--- src/gpt_pkg.sv ---
package gpt_pkg;
  // timer slots
  localparam int unsigned NUM_TIMERS = 5;
  localparam int unsigned AUX_A = 0;
  localparam int unsigned CORE1 = 1;
  localparam int unsigned AUX_B = 2;
  localparam int unsigned COMP = 3;
  localparam int unsigned CORE2 = 4;
  // synchronised pins: inputs, then direction pins, then capture pin
  localparam int unsigned PIN_W = 2 * NUM_TIMERS + 1;
  localparam int unsigned CAP_PIN = 2 * NUM_TIMERS;
  localparam int unsigned ADDR_W = 8;
  localparam int unsigned CTRL_W = 19;
  localparam int unsigned PRESC_W = 10;
  localparam int unsigned STAT_W = NUM_TIMERS + 1;
  localparam int unsigned CAP_FLAG = NUM_TIMERS;
  // prescaler shift at select code 000b: divide by 8 or by 4
  localparam logic [3:0] FIRST_SHIFT = 4'h3;
  localparam logic [3:0] SECOND_SHIFT = 4'h2;
  // byte offsets
  localparam logic [7:0] CTRL_OFS = 8'h00;
  localparam logic [7:0] VAL_OFS = 8'h20;
  localparam logic [7:0] CAPTURE_RELOAD_REGISTER_OFS = 8'h40;
  localparam logic [7:0] STATUS_OFS = 8'h44;
  // control word fields
  localparam int unsigned F_ISEL = 0;
  localparam int unsigned F_MODE = 3;
  localparam int unsigned F_RUN = 5;
  localparam int unsigned F_DOWN = 6;
  localparam int unsigned F_EXTDIR = 7;
  localparam int unsigned F_EDGE = 8;
  localparam int unsigned F_GLVL = 10;
  localparam int unsigned F_CHAIN = 11;
  localparam int unsigned F_FUNC = 12;
  localparam int unsigned F_OUTEN = 14;
  localparam int unsigned F_CAPSRC = 15;
  localparam int unsigned F_CAPEDGE = 17;
  // auxiliary timer function codes
  localparam logic [1:0] AUXFN_NONE = 2'h0;
  localparam logic [1:0] AUXFN_RELOAD = 2'h1;
  localparam logic [1:0] AUXFN_CAPTURE = 2'h2;
  // reset values
  localparam logic [CTRL_W-1:0] CTRL_RESET = 19'h00000;
  localparam logic [15:0] TIMER_RESET = 16'h0000;
  localparam logic [STAT_W-1:0] STATUS_RESET = 6'h00;

  typedef enum logic [1:0] {MODE_TIMER, MODE_GATED, MODE_COUNTER, MODE_INCR} mode_t;
endpackage

--- src/general_purpose_timer_unit.sv ---
// Notes on behaviour
// - five 16-bit timers, three in the first module and two in the second
// - a timer may be chained to another timer of its own module
// - first-module timers select timer, gated, counter or incremental mode
// - timer mode counts prescaled CPU clock ticks
// - first module select codes 000b..111b divide by 8 up to 1024
// - counter mode counts selected transitions of the timer input pin
// - gated mode counts prescaled ticks only while the gate pin is active
// - each timer has one input pin serving as gate or count clock
// - incremental mode derives count and direction from encoder A and B
// - first core timer inverts its toggle latch on each overflow or underflow
// - first core latch drives an output pin and clocks both auxiliary timers
// - auxiliary timers may act as reload or capture register of the core
// - second module holds two timers and one capture/reload register
// - second module codes divide by 4 up to 512, or external clocking
// - direction set by software, optionally overridden by the direction pin
// - second core toggles its latch on wrap, clocking companion and output pin
// - second core wrap clocks the compare timers and may reload from capture
// - capture pin edge copies companion timer, optionally clearing it afterwards
// - capture may instead trigger on first core input or direction pin edges
module general_purpose_timer_unit
  import gpt_pkg::*;
#(
  parameter int unsigned TIMER_W = 16
) (
  // clock and reset
  input wire logic pclk,
  input wire logic presetn,
  // apb slave
  input wire logic psel,
  input wire logic penable,
  input wire logic pwrite,
  input wire logic [ADDR_W-1:0] paddr,
  input wire logic [31:0] pwdata,
  output logic [31:0] prdata,
  output logic pready,
  output logic pslverr,
  // timer pins
  input wire logic [NUM_TIMERS-1:0] timer_input_pin,
  input wire logic [NUM_TIMERS-1:0] timer_direction_pin,
  input wire logic capture_input_pin,
  output logic toggle_output_pin,
  output logic second_core_toggle_pin,
  output logic ccu_clock_pulse
);

  logic [CTRL_W-1:0] ctrl [NUM_TIMERS];
  logic [TIMER_W-1:0] tval [NUM_TIMERS];
  logic [TIMER_W-1:0] load_val [NUM_TIMERS];
  logic [TIMER_W-1:0] capture_reload_register;
  logic [STAT_W-1:0] status;
  logic [PRESC_W-1:0] presc;
  logic [PIN_W-1:0] sync1, sync2, sync3, rise, fall;
  logic [NUM_TIMERS-1:0] cnt_evt, down, wrap, load_en, wr_val;
  logic output_toggle_latch, second_core_toggle_latch;
  logic wr_en, cap_evt, rel_a, rel_b;
  logic [1:0] cap_sel;

  function automatic logic edge_hit(input logic [1:0] sel, input logic r, input logic f);
    return (sel[0] & r) | (sel[1] & f);
  endfunction

  // tick once every 2**shift cycles of the free-running prescaler
  function automatic logic presc_tick(input logic [PRESC_W-1:0] cnt, input logic [3:0] shift);
    logic [PRESC_W:0] mask;
    mask = (PRESC_W + 1)'((1 << shift) - 1);
    return (cnt & mask[PRESC_W-1:0]) == mask[PRESC_W-1:0];
  endfunction

  function automatic logic addr_hit(input logic [ADDR_W-1:0] a);
    logic hit;
    hit = (a == CAPTURE_RELOAD_REGISTER_OFS) || (a == STATUS_OFS);
    for (int i = 0; i < NUM_TIMERS; i++) begin
      if (a == CTRL_OFS + ADDR_W'(4 * i) || a == VAL_OFS + ADDR_W'(4 * i)) begin
        hit = 1'b1;
      end
    end
    return hit;
  endfunction

  function automatic logic [31:0] read_word(input logic [ADDR_W-1:0] a);
    logic [31:0] d;
    d = 32'h00000000;
    if (a == CAPTURE_RELOAD_REGISTER_OFS) begin
      d = 32'(capture_reload_register);
    end
    if (a == STATUS_OFS) begin
      d = 32'(status);
    end
    for (int i = 0; i < NUM_TIMERS; i++) begin
      if (a == CTRL_OFS + ADDR_W'(4 * i)) begin
        d = 32'(ctrl[i]);
      end
      if (a == VAL_OFS + ADDR_W'(4 * i)) begin
        d = 32'(tval[i]);
      end
    end
    return d;
  endfunction

  // apb: zero wait states, read data sampled in the setup cycle
  assign pready = 1'b1;
  assign pslverr = psel & penable & ~addr_hit(paddr);
  assign wr_en = psel & penable & pwrite & addr_hit(paddr);

  always_ff @(posedge pclk or negedge presetn) begin
    if (!presetn) begin
      prdata <= 32'h00000000;
    end else if (psel && !penable && !pwrite) begin
      prdata <= read_word(paddr);
    end
  end

  always_ff @(posedge pclk or negedge presetn) begin
    if (!presetn) begin
      for (int i = 0; i < NUM_TIMERS; i++) begin
        ctrl[i] <= CTRL_RESET;
      end
    end else if (wr_en) begin
      for (int i = 0; i < NUM_TIMERS; i++) begin
        if (paddr == CTRL_OFS + ADDR_W'(4 * i)) begin
          ctrl[i] <= pwdata[CTRL_W-1:0];
        end
      end
    end
  end

  // two-stage synchroniser plus an edge-detect stage
  always_ff @(posedge pclk or negedge presetn) begin
    if (!presetn) begin
      sync1 <= '0;
      sync2 <= '0;
      sync3 <= '0;
    end else begin
      sync1 <= {capture_input_pin, timer_direction_pin, timer_input_pin};
      sync2 <= sync1;
      sync3 <= sync2;
    end
  end
  assign rise = sync2 & ~sync3;
  assign fall = ~sync2 & sync3;

  always_ff @(posedge pclk or negedge presetn) begin
    if (!presetn) begin
      presc <= '0;
    end else begin
      presc <= presc + 1'b1;
    end
  end

  assign rel_a = ctrl[AUX_A][F_FUNC +: 2] == AUXFN_RELOAD;
  assign rel_b = ctrl[AUX_B][F_FUNC +: 2] == AUXFN_RELOAD;

  // capture source: capture pin, or the first core timer's input and/or direction pin
  assign cap_sel = ctrl[COMP][F_CAPSRC +: 2];
  always_comb begin
    if (cap_sel == 2'h0) begin
      cap_evt = edge_hit(ctrl[COMP][F_CAPEDGE +: 2], rise[CAP_PIN], fall[CAP_PIN]);
    end else begin
      cap_evt = edge_hit(ctrl[COMP][F_CAPEDGE +: 2],
        (cap_sel[0] & rise[CORE1]) | (cap_sel[1] & rise[NUM_TIMERS + CORE1]),
        (cap_sel[0] & fall[CORE1]) | (cap_sel[1] & fall[NUM_TIMERS + CORE1]));
    end
  end

  // per-timer count logic; slots 0..2 first module, 3..4 second module
  for (genvar i = 0; i < NUM_TIMERS; i++) begin : g_tmr
    localparam logic [3:0] SHIFT = (i <= AUX_B) ? FIRST_SHIFT : SECOND_SHIFT;
    mode_t mode;
    logic tick, a_edge, b_edge, quad_down, ch_r, ch_f, evt, held;

    assign mode = mode_t'(ctrl[i][F_MODE +: 2]);
    assign tick = presc_tick(presc, {1'b0, ctrl[i][F_ISEL +: 3]} + SHIFT);
    assign a_edge = rise[i] | fall[i];
    assign b_edge = rise[NUM_TIMERS + i] | fall[NUM_TIMERS + i];
    // a leading b counts up
    assign quad_down = a_edge ? (sync2[i] == sync2[NUM_TIMERS + i])
                              : (sync2[i] != sync2[NUM_TIMERS + i]);

    if (i == AUX_A || i == AUX_B) begin : g_aux
      assign ch_r = wrap[CORE1] & ~output_toggle_latch;
      assign ch_f = wrap[CORE1] & output_toggle_latch;
      assign held = ctrl[i][F_FUNC +: 2] != AUXFN_NONE;
      assign load_en[i] = (ctrl[i][F_FUNC +: 2] == AUXFN_CAPTURE)
                          & edge_hit(ctrl[i][F_EDGE +: 2], rise[i], fall[i]);
      assign load_val[i] = tval[CORE1];
    end else if (i == CORE1) begin : g_core1
      assign ch_r = 1'b0;
      assign ch_f = 1'b0;
      assign held = 1'b0;
      assign load_en[i] = wrap[CORE1] & (rel_a | rel_b);
      assign load_val[i] = rel_b ? tval[AUX_B] : tval[AUX_A];
    end else if (i == COMP) begin : g_comp
      assign ch_r = wrap[CORE2] & ~second_core_toggle_latch;
      assign ch_f = wrap[CORE2] & second_core_toggle_latch;
      assign held = 1'b0;
      assign load_en[i] = cap_evt & ctrl[COMP][F_FUNC];
      assign load_val[i] = '0;
    end else begin : g_core2
      assign ch_r = 1'b0;
      assign ch_f = 1'b0;
      assign held = 1'b0;
      assign load_en[i] = wrap[CORE2] & ctrl[CORE2][F_FUNC];
      assign load_val[i] = capture_reload_register;
    end

    always_comb begin
      unique case (mode)
        MODE_TIMER: evt = tick;
        MODE_GATED: evt = tick & (sync2[i] == ctrl[i][F_GLVL]);
        MODE_COUNTER: evt = ctrl[i][F_CHAIN] ? edge_hit(ctrl[i][F_EDGE +: 2], ch_r, ch_f)
                                             : edge_hit(ctrl[i][F_EDGE +: 2], rise[i], fall[i]);
        MODE_INCR: evt = a_edge ^ b_edge;
      endcase
    end

    assign cnt_evt[i] = ctrl[i][F_RUN] & ~held & evt;
    assign down[i] = (mode == MODE_INCR) ? (quad_down ^ ctrl[i][F_DOWN])
                   : (ctrl[i][F_EXTDIR] ? sync2[NUM_TIMERS + i] : ctrl[i][F_DOWN]);
    assign wrap[i] = cnt_evt[i] & (down[i] ? (tval[i] == '0) : (tval[i] == '1));
    assign wr_val[i] = wr_en & (paddr == VAL_OFS + ADDR_W'(4 * i));

  end

  always_ff @(posedge pclk or negedge presetn) begin
    if (!presetn) begin
      for (int i = 0; i < NUM_TIMERS; i++) begin
        tval[i] <= TIMER_W'(TIMER_RESET);
      end
    end else begin
      for (int i = 0; i < NUM_TIMERS; i++) begin
        if (wr_val[i]) begin
          tval[i] <= pwdata[TIMER_W-1:0];
        end else if (load_en[i]) begin
          tval[i] <= load_val[i];
        end else if (cnt_evt[i]) begin
          tval[i] <= down[i] ? tval[i] - 1'b1 : tval[i] + 1'b1;
        end
      end
    end
  end

  // hardware capture wins over a software write in the same cycle
  always_ff @(posedge pclk or negedge presetn) begin
    if (!presetn) begin
      capture_reload_register <= TIMER_W'(TIMER_RESET);
    end else if (cap_evt) begin
      capture_reload_register <= tval[COMP];
    end else if (wr_en && paddr == CAPTURE_RELOAD_REGISTER_OFS) begin
      capture_reload_register <= pwdata[TIMER_W-1:0];
    end
  end

  // request flags: write one to clear, a new event wins over the clear
  always_ff @(posedge pclk or negedge presetn) begin
    if (!presetn) begin
      status <= STATUS_RESET;
    end else if (wr_en && paddr == STATUS_OFS) begin
      status <= (status & ~pwdata[STAT_W-1:0]) | {cap_evt, wrap};
    end else begin
      status <= status | {cap_evt, wrap};
    end
  end

  always_ff @(posedge pclk or negedge presetn) begin
    if (!presetn) begin
      output_toggle_latch <= 1'b0;
      second_core_toggle_latch <= 1'b0;
      toggle_output_pin <= 1'b0;
      second_core_toggle_pin <= 1'b0;
      ccu_clock_pulse <= 1'b0;
    end else begin
      output_toggle_latch <= output_toggle_latch ^ wrap[CORE1];
      second_core_toggle_latch <= second_core_toggle_latch ^ wrap[CORE2];
      toggle_output_pin <= (output_toggle_latch ^ wrap[CORE1]) & ctrl[CORE1][F_OUTEN];
      second_core_toggle_pin <= (second_core_toggle_latch ^ wrap[CORE2]) & ctrl[CORE2][F_OUTEN];
      ccu_clock_pulse <= wrap[CORE2];
    end
  end
endmodule

--- config.mk ---
export PLATFORM = sky130hd
export DESIGN_NAME = general_purpose_timer_unit
export DESIGN_NICKNAME = d
export VERILOG_FILES = /design/src/gpt_pkg.sv /design/src/general_purpose_timer_unit.sv
export SDC_FILE = /design/constraint.sdc
export NUM_CORES = 1
export LEC_CHECK = 0
export BUFFER_PORTS_ARGS = -buffer_cell sky130_fd_sc_hd__buf_2
export CAP_MARGIN = 0
export CORE_AREA = 2 2 217 219
export DETAILED_ROUTE_END_ITERATION = 8
export DIE_AREA = 0 0 219 221
export HOLD_SLACK_MARGIN = 0.06
export SLEW_MARGIN = 20
export SYNTH_ARGS = -nofsm -noshare
export SYNTH_HDL_FRONTEND = slang
export SYNTH_SLANG_ARGS = --single-unit
--- constraint.sdc ---
create_clock -name pclk -period 7.8 [get_ports pclk]
set_input_delay 1.56 -clock pclk [delete_from_list [all_inputs] [get_ports pclk]]
set_output_delay 1.56 -clock pclk [all_outputs]
set_load 0.02 [all_outputs]
==> reports/results.tsv, run 1 <==
metric	value	unit
outcome	finished clean	
yosys_warnings	0	
skew	0.0283	ns
io_pins	93	
gp_congestion	0.972	
final_area	20200	um2
fin_nets	2220	
post-cts-setup-buffer-count	0	
port_buffers	65	
vias	16600	
grt_pass1_wl	99.6	mm
grt_usage	0.273	
synth_edf_count	0	
rows	79	
tritoncts	built	
cts_resized	0	
sw_frac_of_total	0.257	
drv_cap	0	
cp_common_cell	ha_1	
drt.antenna.violating_nets	0	
drive_above_1_share	0.124	
fmax	187	MHz
drv_slew	0	
path_depth	20	
p_comb_frac	0.075	
synthCells	2034	
die_h	221	um
cp_cell_sequence	inv_1, ha_1, nor2b_1, nand3_1, ha_1, o22ai_1, nor4b_1, o311a_1, o211ai_2, o32ai_4, buf_4, and2_1, ha_1, a22oi_1, a21oi_1, o2111ai_1, o31ai_4, nand2b_1, nor2_1, a211oi_1	
cts_root_buf	clkbuf_16	
async_flop_share	1.00	
finish.utilization	0.439	
drt-initial-drc-count	2002	
avgSynthCellArea	8.96	um2
coreArea	46100	um2
initial_core_util	0.396	
area_delta_synth_final	11.0	%
die_area	48400	um2
synth.top_cells.by_area	dfrtp_1 36%, ha_1 7.0%, mux2_2 4.5%, a21oi_1 4.3%, nand2_1 4.2%	
wl_per_cell	24.8	um
path_class	reg2reg	
r2r_cells	20	
worstPathArrival	5.81	ns
drtPass1Iterations	5	
ys_ff_latch	264	
finalCriticalPeriod	5.36	ns
synth_top_area_share	0.363	
clk_latency	0.57	ns
die_x	219	um
fill_cells	4494	
synthesis.area	18200	um2
p_leak	8.80	nW
worstPathRequired	8.26	ns
placed_area	19000	um2
finalHoldViolCount	0	
start_kind	flip-flop	
grt_max_degree	120	
power-per-cell-area	166	nW/um2
ys_seq_area_frac	0.363	
max_stage_delay	0.57	ns
synth.most_common_cell	dfrtp_1	
hold_buffers	0	
ctsLongestPathBuffers	3	
yosys-top-cells-count	264 x dfrtp_1, 203 x nand2_1, 162 x nor2_1	
power.share.sequential	0.425	
rsz0062_at_grt	no	
cp-end-kind	flip-flop	
hold_class	reg2reg	
finalSetupViolations	0	
critPathBufInv	2	
avgViaCountPerCell	6.19	
cts.clk_slew.worst_paths	0.05	ns
finalHoldWorstSlack	0.346	ns
tns	0	ns
wirelength	66.7	mm
relSlewSlack	0.288	
fin_crit_sh	0.687	
cts.sinks	264	
grt_pass1_vias	15700	
switching_power	0.000862	W
hold_depth	0	
post-dp-hpwl	47.1	mm
htreeDepth	2	
tightest_slew	1.07	ns
ys.flop_type	dfrtp_1	
synth.distinct_cells	93	
cts_buffers	34	
yosysTopAreaCell	dfrtp_1	
vdd_drop_max	0.000146	V
antenna_found_initial	5	
critPathTopFamily	simple AND/OR/NAND/NOR gates	
remaining_drc_errors	0	
crit_slowest_cell	dfrtp_1	
p_total	0.00335	W
grt_overflow	0	
intPower	0.00249	W
critPathMaxFanout	27	
clockPowerShare	0.500	
==> worst register-to-register path, cell delays in order, from the launching register on <==
cell and delay [ns]:
dfrtp_1 0.57, inv_1 0.13, ha_1 0.41, nor2b_1 0.25
nand3_1 0.12, ha_1 0.29, o22ai_1 0.08, nor4b_1 0.32
o311a_1 0.24, o211ai_2 0.10, o32ai_4 0.28, buf_4 0.33
and2_1 0.36, ha_1 0.20, a22oi_1 0.07, a21oi_1 0.18
o2111ai_1 0.19, o31ai_4 0.29, nand2b_1 0.58, nor2_1 0.08
a211oi_1 0.19
==> logic make-up (layout without fill, tap and decap cells) <==
kind of cell             Yosys count  after routing  share of synthesized area
AO/OA/AOI/OAI                    620            620                      0.221
AND/OR/NAND/NOR                  606            606                      0.158
flip-flops                       264            264                      0.363
buffers and inverters            178            206                     0.0429
multiplexers                     157            157                     0.0922
adder cells (fa/ha/maj)          107            107                     0.0755
XOR/XNOR                         100            100                     0.0481
other                              2             21                   0.000412
==> flip-flops by register name, indices dropped and copies added (netlist names) <==
name	cells
cap_sel	2
capture_reload_register	16
ccu_clock_pulse	1
ctrl	93
load_val	16
output_toggle_latch	1
prdata	19
presc	10
second_core_toggle_latch	1
second_core_toggle_pin	1
status	6
sync1	11
sync2	11
sync3	11
toggle_output_pin	1
tval	64
==> metrics by stage <==
| step | std cells | setup slack [ns] |
|---|---|---|
| after global placement | 2628 | 2.71 |
| after CTS | 2687 | 2.50 |
| after detailed placement | 2628 | 2.58 |
| after floorplan | 2052 | 3.06 |
| after global routing | 2687 | 1.99 |
| final | 2688 | 2.44 |
==> path summary, 6_finish.rpt <==
kind,from,endpoint,slack [ns]
worst max-delay path,ctrl[1],tval[30],2.44
max in group asynchronous,presetn,tval[11],5.17
worst max register to register,ctrl[1],tval[30],2.44
worst min-delay path,sync1[6],sync2[6],0.35
min in group asynchronous,presetn,sync1[1],1.06
worst min register to register,sync1[6],sync2[6],0.35
==> layer usage <==
layer / track usage / part of all wire / vias up
met5: 0 / 0 / -
met4: 0.111 / 0.043 / 0
met3: 0.0471 / 0.091 / 165
met2: 0.408 / 0.43 / 796
met1: 0.389 / 0.43 / 8147
li1: - / - / 7524
==> layout make-up <==
class | instances | area, um2 | share of cell area
clock inverters | 11 | 153 | 0.00755
multi-input cells | 1610 | 10900 | 0.541
repair buffers | 90 | 523 | 0.0259
well taps | 607 | 759 | 0.0376
clock buffers | 48 | 1020 | 0.0506
diodes | 1 | 2.50 | 0.000124
inverters | 57 | 214 | 0.0106
flip-flops and latches | 264 | 6610 | 0.327
==> cell usage in the layout, fill, tap and decap left out, drive strengths merged, types with 8 or more instances in the layout <==
master	count
mux2	87
or4	9
a211oi	17
dfrtp	264
o21ai	173
a31oi	29
clkbuf	48
xor2	40
ha	102
o2111ai	10
o221ai	15
and3	13
xnor2	60
o211ai	26
conb	20
nand3	49
inv	58
o21a	22
nand4	32
a221oi	10
nor2	163
nor2b	12
and2	9
mux2i	70
nand2b	15
a21oi	158
o21bai	8
buf	90
o22ai	19
o31ai	14
nand2	204
a22oi	20
or3	15
nor3	34
a21o	31
nor4	28
==> power groups by stage <==
stage | sequential [W] | clock, W | combinational (W)
floorplan | 0.00145 | 0 | 0.000129
global placement | 0.00145 | 0 | 0.000245
detailed placement | 0.00145 | 0 | 0.000248
CTS | 0.00142 | 0.00169 | 0.000249
global route | 0.00143 | 0.00175 | 0.000272
finish | 0.00142 | 0.00167 | 0.000251
No activity file was read; power rests on OpenSTA's default activity.
==> run 2: changes to the inputs <==
ABC_AREA = 1   (was default)
CORE_AREA = 2 2 224 226   (was 2 2 217 219)
DIE_AREA = 0 0 226 228   (was 0 0 219 221)
clock period = 4.83 ns   (was 7.8 ns; I/O delays follow)
==> run 2 against run 1 <==
Compared with the run above:
- cell count up 34%
- die area up 6.5%
- setup slack worse by 1.7 ns
- wire length up 14%
- cell area up 6.6%
- sequential power up 63%
- critical endpoint is now tval[21]
- largest power group unchanged
==> reports/results.tsv, run 2 <==
metric	value	unit	change
outcome	finished clean		unchanged
wl_met1	31.7	mm	was 28.8 mm
largest_reg_flops	93		unchanged
post-dp-hpwl	57.7	mm	was 47.1 mm
drtPass1Iterations	6		was 5
rows	82		was 79
hold_buffers	0		unchanged
die_h	228	um	was 221 um
hold_class	reg2reg		unchanged
avgSynthCellArea	6.83	um2	was 8.96 um2
drv_slew	0		unchanged
clk_latency	0.57	ns	about the same
synth.distinct_cells	51		was 93
wl_met2	34.1	mm	was 29.0 mm
fill_cells	5151		was 4494
area_delta_synth_final	11.0	%	about the same
relSlewSlack	0.430		was 0.288
ys.flop_type	dfrtp_1		unchanged
finalCriticalPeriod	4.12	ns	was 5.36 ns
drive_above_1_share	0.0684		was 0.124
p_leak	11.0	nW	was 8.80 nW
antenna_found_initial	3		was 5
wirelength	76.0	mm	was 66.7 mm
finalHoldViolCount	0		unchanged
post-cts-setup-buffer-count	0		unchanged
yosys_warnings	0		unchanged
cp-end-kind	flip-flop		unchanged
synth.top_cells.by_area	dfrtp_1 34%, nand2_1 18%, ha_1 6.6%, o21ai_0 6.0%, inv_1 5.7%		was dfrtp_1 36%, ha_1 7.0%, mux2_2 4.5%, a21oi_1 4.3%, nand2_1 4.2%
synth_top_area_share	0.340		was 0.363
rsz0062_at_grt	no		unchanged
synthCells	2842		was 2034
cts_root_buf	clkbuf_16		unchanged
cts.clk_slew.worst_paths	0.06	ns	was 0.05 ns
io_pins	93		unchanged
synth.most_common_cell	nand2_1		was dfrtp_1
remaining_drc_errors	0		unchanged
drt-initial-drc-count	1740		was 2002
fin_crit_sh	0.854		was 0.687
yosysTopAreaCell	dfrtp_1		unchanged
critPathMaxFanout	16		was 27
drv_cap	0		unchanged
fin_nets	3063		was 2220
drt.antenna.violating_nets	0		unchanged
grt_pass1_vias	18700		was 15700
maxUsedRoutingLayer	met5		was met4
p_total	0.00532	W	was 0.00335 W
largest_registers	ctrl x93, tval x64, prdata x19		unchanged
vdd_drop_max	0.000253	V	was 0.000146 V
path_class	reg2reg		unchanged
async_flop_share	1.00		unchanged
port_buffers	65		unchanged
ys_ff_latch	264		unchanged
vias	19800		was 16600
worstPathArrival	4.63	ns	was 5.81 ns
cts.sinks	264		unchanged
tns	0	ns	unchanged
tightest_slew	0.854	ns	was 1.07 ns
grt_pass1_wl	114	mm	was 99.6 mm
wl_met3	6.82	mm	was 6.07 mm
start_kind	flip-flop		unchanged
coreArea	49300	um2	was 46100 um2
fmax	243	MHz	was 187 MHz
skew	0.0200	ns	was 0.0283 ns
worstPathRequired	5.33	ns	was 8.26 ns
gp_congestion	0.973		was 0.972
final_common_cell	nand2_1		was dfrtp_1
initial_core_util	0.393		was 0.396
yosys-top-cells-count	946 x nand2_1, 297 x inv_1, 264 x dfrtp_1		was 264 x dfrtp_1, 203 x nand2_1, 162 x nor2_1
wl_per_cell	21.1	um	was 24.8 um
grt_usage	0.295		was 0.273
avgViaCountPerCell	5.51		was 6.19
tritoncts	built		unchanged
die_area	51500	um2	was 48400 um2
htreeDepth	2		unchanged
grt_overflow	0		unchanged
cts_resized	0		unchanged
grt_max_degree	97		was 120
ctsLongestPathBuffers	3		unchanged
cts_buffers	35		was 34
ys_seq_area_frac	0.340		was 0.363
finalSetupViolations	0		unchanged
die_x	226	um	was 219 um
synthesis.area	19400	um2	was 18200 um2
power-per-cell-area	247	nW/um2	was 166 nW/um2
top_register	ctrl		unchanged
synth_edf_count	0		unchanged
final_cell_mix	946 x nand2_1, 297 x inv_1, 264 x dfrtp_1		was 264 x dfrtp_1, 203 x nand2_1, 157 x nor2_1
-- run 2: cell count changes in the layout (fill, tap and decap cells not counted), moves of 22 or more --
cell	before	now
o21ai_0	112	231
xnor2_1	60	33
a31oi_1	29	5
nand3_1	49	219
mux2_2	73	0
mux2i_1	70	0
a21o_1	31	9
nand2_1	203	946
inv_1	53	297
nand4_1	32	54
-- run 2: report_power, final --
group | total (W) | leakage, nW | switching, W | internal (W)
combinational | 0.000379 | 6.98 | 0.000281 | 0.0000978
clock | 0.00263 | 0.552 | 0.00107 | 0.00156
sequential | 0.00231 | 3.44 | 0.0000493 | 0.00226
total | 0.00532 | 11.0 | 0.00140 | 0.00392
-- run 2: metal layers --
| layer | global-route usage | vias to the layer above |
|---|---|---|
| met3 | 0.0582 | 161 |
| met5 | 0 | - |
| met4 | 0.122 | 4 |
| met2 | 0.467 | 844 |
| li1 | - | 9473 |
| met1 | 0.394 | 9319 |
-- run 2: final timing paths --
| check | slack, ns | endpoint | cells past startpoint | startpoint |
|---|---|---|---|---|
| worst max register to register | 0.71 | tval[21] | 27 | ctrl[1] |
| worst min register to register | 0.35 | sync2[5] | 0 | sync1[5] |
| min in group asynchronous | 0.40 | sync1[2] | 1 | presetn |
| max in group asynchronous | 3.30 | load_val[38] | 2 | presetn |
| worst min-delay path | 0.35 | sync2[5] | 0 | sync1[5] |
| worst max-delay path | 0.71 | tval[21] | 27 | ctrl[1] |
-- run 2: stage by stage --
step	hold WS, ns	area (um2)	setup WS [ns]	cells	util
global route	0.347	21600	0.239	3594	0.437
detailed placement	0.340	20400	0.566	3535	0.414
CTS	0.346	21500	0.524	3594	0.437
finish	0.346	21600	0.707	3595	0.437
global placement	0.332	20400	0.577	3535	0.414
floorplan	0.331	19500	1.42	2860	-
-- run 2: layout make-up --
cell class,instances,area [um2],share of cell area
multi-input combinational,2198,11300,0.523
sequential,264,6610,0.306
inverter,309,1160,0.0539
clock buffer,48,955,0.0443
tap,672,841,0.0390
timing repair buffer,92,551,0.0255
clock inverter,11,171,0.00795
antenna,1,2.50,0.000116
-- run 2: kinds of logic (layout without fill, tap and decap cells) --
logic type,after synthesis,after routing,synth area share
flops,264,264,0.340
xor+xnor,70,70,0.0316
compound gates,528,528,0.150
buf+inv,398,460,0.0834
other cells,2,21,0.000387
fa+ha+maj,107,107,0.0709
simple gates,1473,1473,0.324
-- run 2: critical path, cell delays in order, from the launching register on --
cell,delay (ns)
dfrtp_1,0.55
inv_1,0.18
ha_1,0.39
inv_1,0.11
nand2_1,0.08
nor2_1,0.16
inv_1,0.06
ha_1,0.23
o21ai_0,0.23
nand2_1,0.08
nand2_1,0.06
nor2_1,0.04
nor2_1,0.10
nand2_1,0.13
a21oi_1,0.20
nand2_1,0.14
inv_1,0.13
ha_1,0.16
nand2_1,0.05
nand3_1,0.08
nand4_1,0.08
nand2_1,0.08
inv_1,0.03
nand2_1,0.15
nand2_1,0.11
nand3_2,0.28
nand2_1,0.11
nand2_1,0.07
==> run 3: changes to the inputs <==
CORE_AREA = 2 2 188 190   (was 2 2 224 226)
DIE_AREA = 0 0 190 192   (was 0 0 226 228)
GPL_TIMING_DRIVEN = 1   (was default)
PLACE_DENSITY = 0.77   (was default)
RECOVER_POWER = 25   (was default)
==> run 3 against run 2 <==
Compared with the run above:
- critical path type unchanged
- wire length decreased by 3.9%
- register-to-register slack lost 0.07 ns
- non-clock buffer count unchanged
- the run now ends with capacitance limit, slew limit left
- largest power group unchanged
- via count grew 2.9%
==> reports/results.tsv, run 3 (same netlist as run 2, synthesis figures left out) <==
metric	value	unit	change
critPathMaxFanout	16		unchanged
cp-end-kind	flip-flop		unchanged
drive_above_1_share	0.0695		was 0.0684
skew	0.0222	ns	was 0.0200 ns
r2r-end	tval[27]		was tval[21]
fill_cells	3269		was 5151
largest_reg_flops	93		unchanged
drt-initial-drc-count	2313		was 1740
tightest_slew	2.92	ns	was 0.854 ns
die_area	36500	um2	was 51500 um2
place_inst	3318		was 3535
die_x	190	um	was 226 um
cts_root_buf	clkbuf_16		unchanged
coreArea	34300	um2	was 49300 um2
drtPass1Iterations	6		unchanged
tritoncts	built		unchanged
grt_pass1_vias	19100		was 18700
finalSetupViolations	0		unchanged
top_register	ctrl		unchanged
final_common_cell	nand2_1		unchanged
outcome	complete, but fails checks		was finished clean
wirelength	73.0	mm	was 76.0 mm
gp_congestion	1.05		was 0.973
htreeDepth	1		was 2
vias	20400		was 19800
die_h	192	um	was 228 um
cts_buffers	31		was 35
wl_per_cell	21.6	um	was 21.1 um
grt_usage	0.399		was 0.295
drv_cap	1		was 0
cts.clk_slew.worst_paths	0.06	ns	about the same
fin_nets	3059		was 3063
rows	68		was 82
remaining_drc_errors	0		unchanged
power-per-cell-area	245	nW/um2	was 247 nW/um2
final_cells	3377		was 3595
grt_max_degree	112		was 97
post-dp-hpwl	54.3	mm	was 57.7 mm
rrSetupSlack	0.63	ns	was 0.71 ns
hold_class	reg2reg		unchanged
port_buffers	65		unchanged
cp-endpoint	tval[27]		was tval[21]
io_pins	93		unchanged
finalHoldViolCount	0		unchanged
clk_latency	0.61	ns	was 0.57 ns
crit_start	ctrl[2]		was ctrl[1]
rsz0062_at_grt	no		unchanged
failed_checks	capacitance limit, slew limit		
start_kind	flip-flop		unchanged
worstPathRequired	5.32	ns	was 5.33 ns
largest_registers	ctrl x93, tval x64, prdata x19		unchanged
vdd_drop_max	0.000272	V	was 0.000253 V
antenna_found_initial	1		was 3
initial_core_util	0.566		was 0.393
area_delta_synth_final	9.32	%	was 11.0%
r2r_cells	26		was 27
path_class	reg2reg		unchanged
worstPathArrival	4.69	ns	was 4.63 ns
finalCriticalPeriod	4.20	ns	was 4.12 ns
post-cts-setup-buffer-count	0		unchanged
avgViaCountPerCell	6.03		was 5.51
ctsLongestPathBuffers	3		unchanged
p_leak	10.9	nW	was 11.0 nW
hold_buffers	0		unchanged
grt_pass1_wl	110	mm	was 114 mm
final_cell_mix	946 x nand2_1, 297 x inv_1, 264 x dfrtp_1		unchanged
r2r_start	ctrl[2]		was ctrl[1]
fmax	238	MHz	was 243 MHz
tns	0	ns	unchanged
grt_overflow	0		unchanged
fin_crit_sh	0.869		was 0.854
cts.sinks	264		unchanged
drv_slew	110		was 0
relSlewSlack	-0.947		was 0.430
cts_resized	0		unchanged
drt.antenna.violating_nets	0		unchanged
## run 3: critical path, stage by stage (launching register included)
cell	delay, ns
dfrtp_1	0.45
inv_1	0.11
ha_1	0.34
inv_1	0.11
nand2_1	0.09
nor2_1	0.15
inv_1	0.06
ha_1	0.24
o21ai_0	0.24
nor2_1	0.08
nor2_1	0.10
nor2_1	0.04
nand2_1	0.16
a21oi_1	0.11
nand2_1	0.14
inv_1	0.10
ha_1	0.19
nand2_1	0.07
nand3_1	0.06
nand4_1	0.08
nand2_1	0.06
inv_1	0.05
nand2_1	0.13
nand2_1	0.11
nand3_1	0.48
nand2_1	0.23
nand2_1	0.08
## run 3: power breakdown
group	total (W)	switching, W	internal, W
Clock	0.00251	0.00105	0.00146
Sequential	0.00230	0.0000460	0.00226
Combinational	0.000376	0.000278	0.0000977
## run 3: metrics by stage
| step | util | hold slack [ns] | power, W | setup slack [ns] | instance area, um2 |
|---|---|---|---|---|---|
| floorplan | - | 0.331 | 0.00251 | 1.42 | 19500 |
| global placement | 0.588 | 0.333 | 0.00270 | 0.703 | 20200 |
| detailed placement | 0.588 | 0.336 | 0.00270 | 0.652 | 20200 |
| CTS | 0.619 | 0.350 | 0.00517 | 0.632 | 21200 |
| global route | 0.619 | 0.356 | 0.00530 | 0.212 | 21200 |
| finish | 0.619 | 0.348 | 0.00519 | 0.633 | 21200 |
## run 3: how the worst min path moves through the flow
stage,startpoint,to,slack (ns),depth (start not counted)
after global placement,sync1[10],sync2[10],0.33,0
final,sync1[9],sync2[9],0.35,0
after floorplan,sync1[0],sync2[0],0.33,0
after detailed placement,sync1[9],sync2[9],0.34,0
after CTS,sync1[9],sync2[9],0.35,0
after global routing,sync1[6],sync2[6],0.36,0
## run 3: final cells by class
| cell class | instances | area, um2 | share of cell area |
|---|---|---|---|
| clock inverter | 19 | 231 | 0.0109 |
| clock buffer | 39 | 846 | 0.0398 |
| inverter | 309 | 1160 | 0.0548 |
| timing repair buffer | 92 | 549 | 0.0259 |
| tap | 455 | 569 | 0.0268 |
| sequential | 264 | 6610 | 0.311 |
| multi-input combinational | 2198 | 11300 | 0.530 |
| antenna | 1 | 2.50 | 0.000118 |
## run 3: per-layer routing
metal	routed length (um)	part of all wire	vias up	track usage
met5	0	0	-	0
met4	4990	0.068	0	0.228
met3	7900	0.11	289	0.0716
met2	32500	0.44	1187	0.639
met1	27600	0.38	9466	0.509
li1	-	-	9437	-
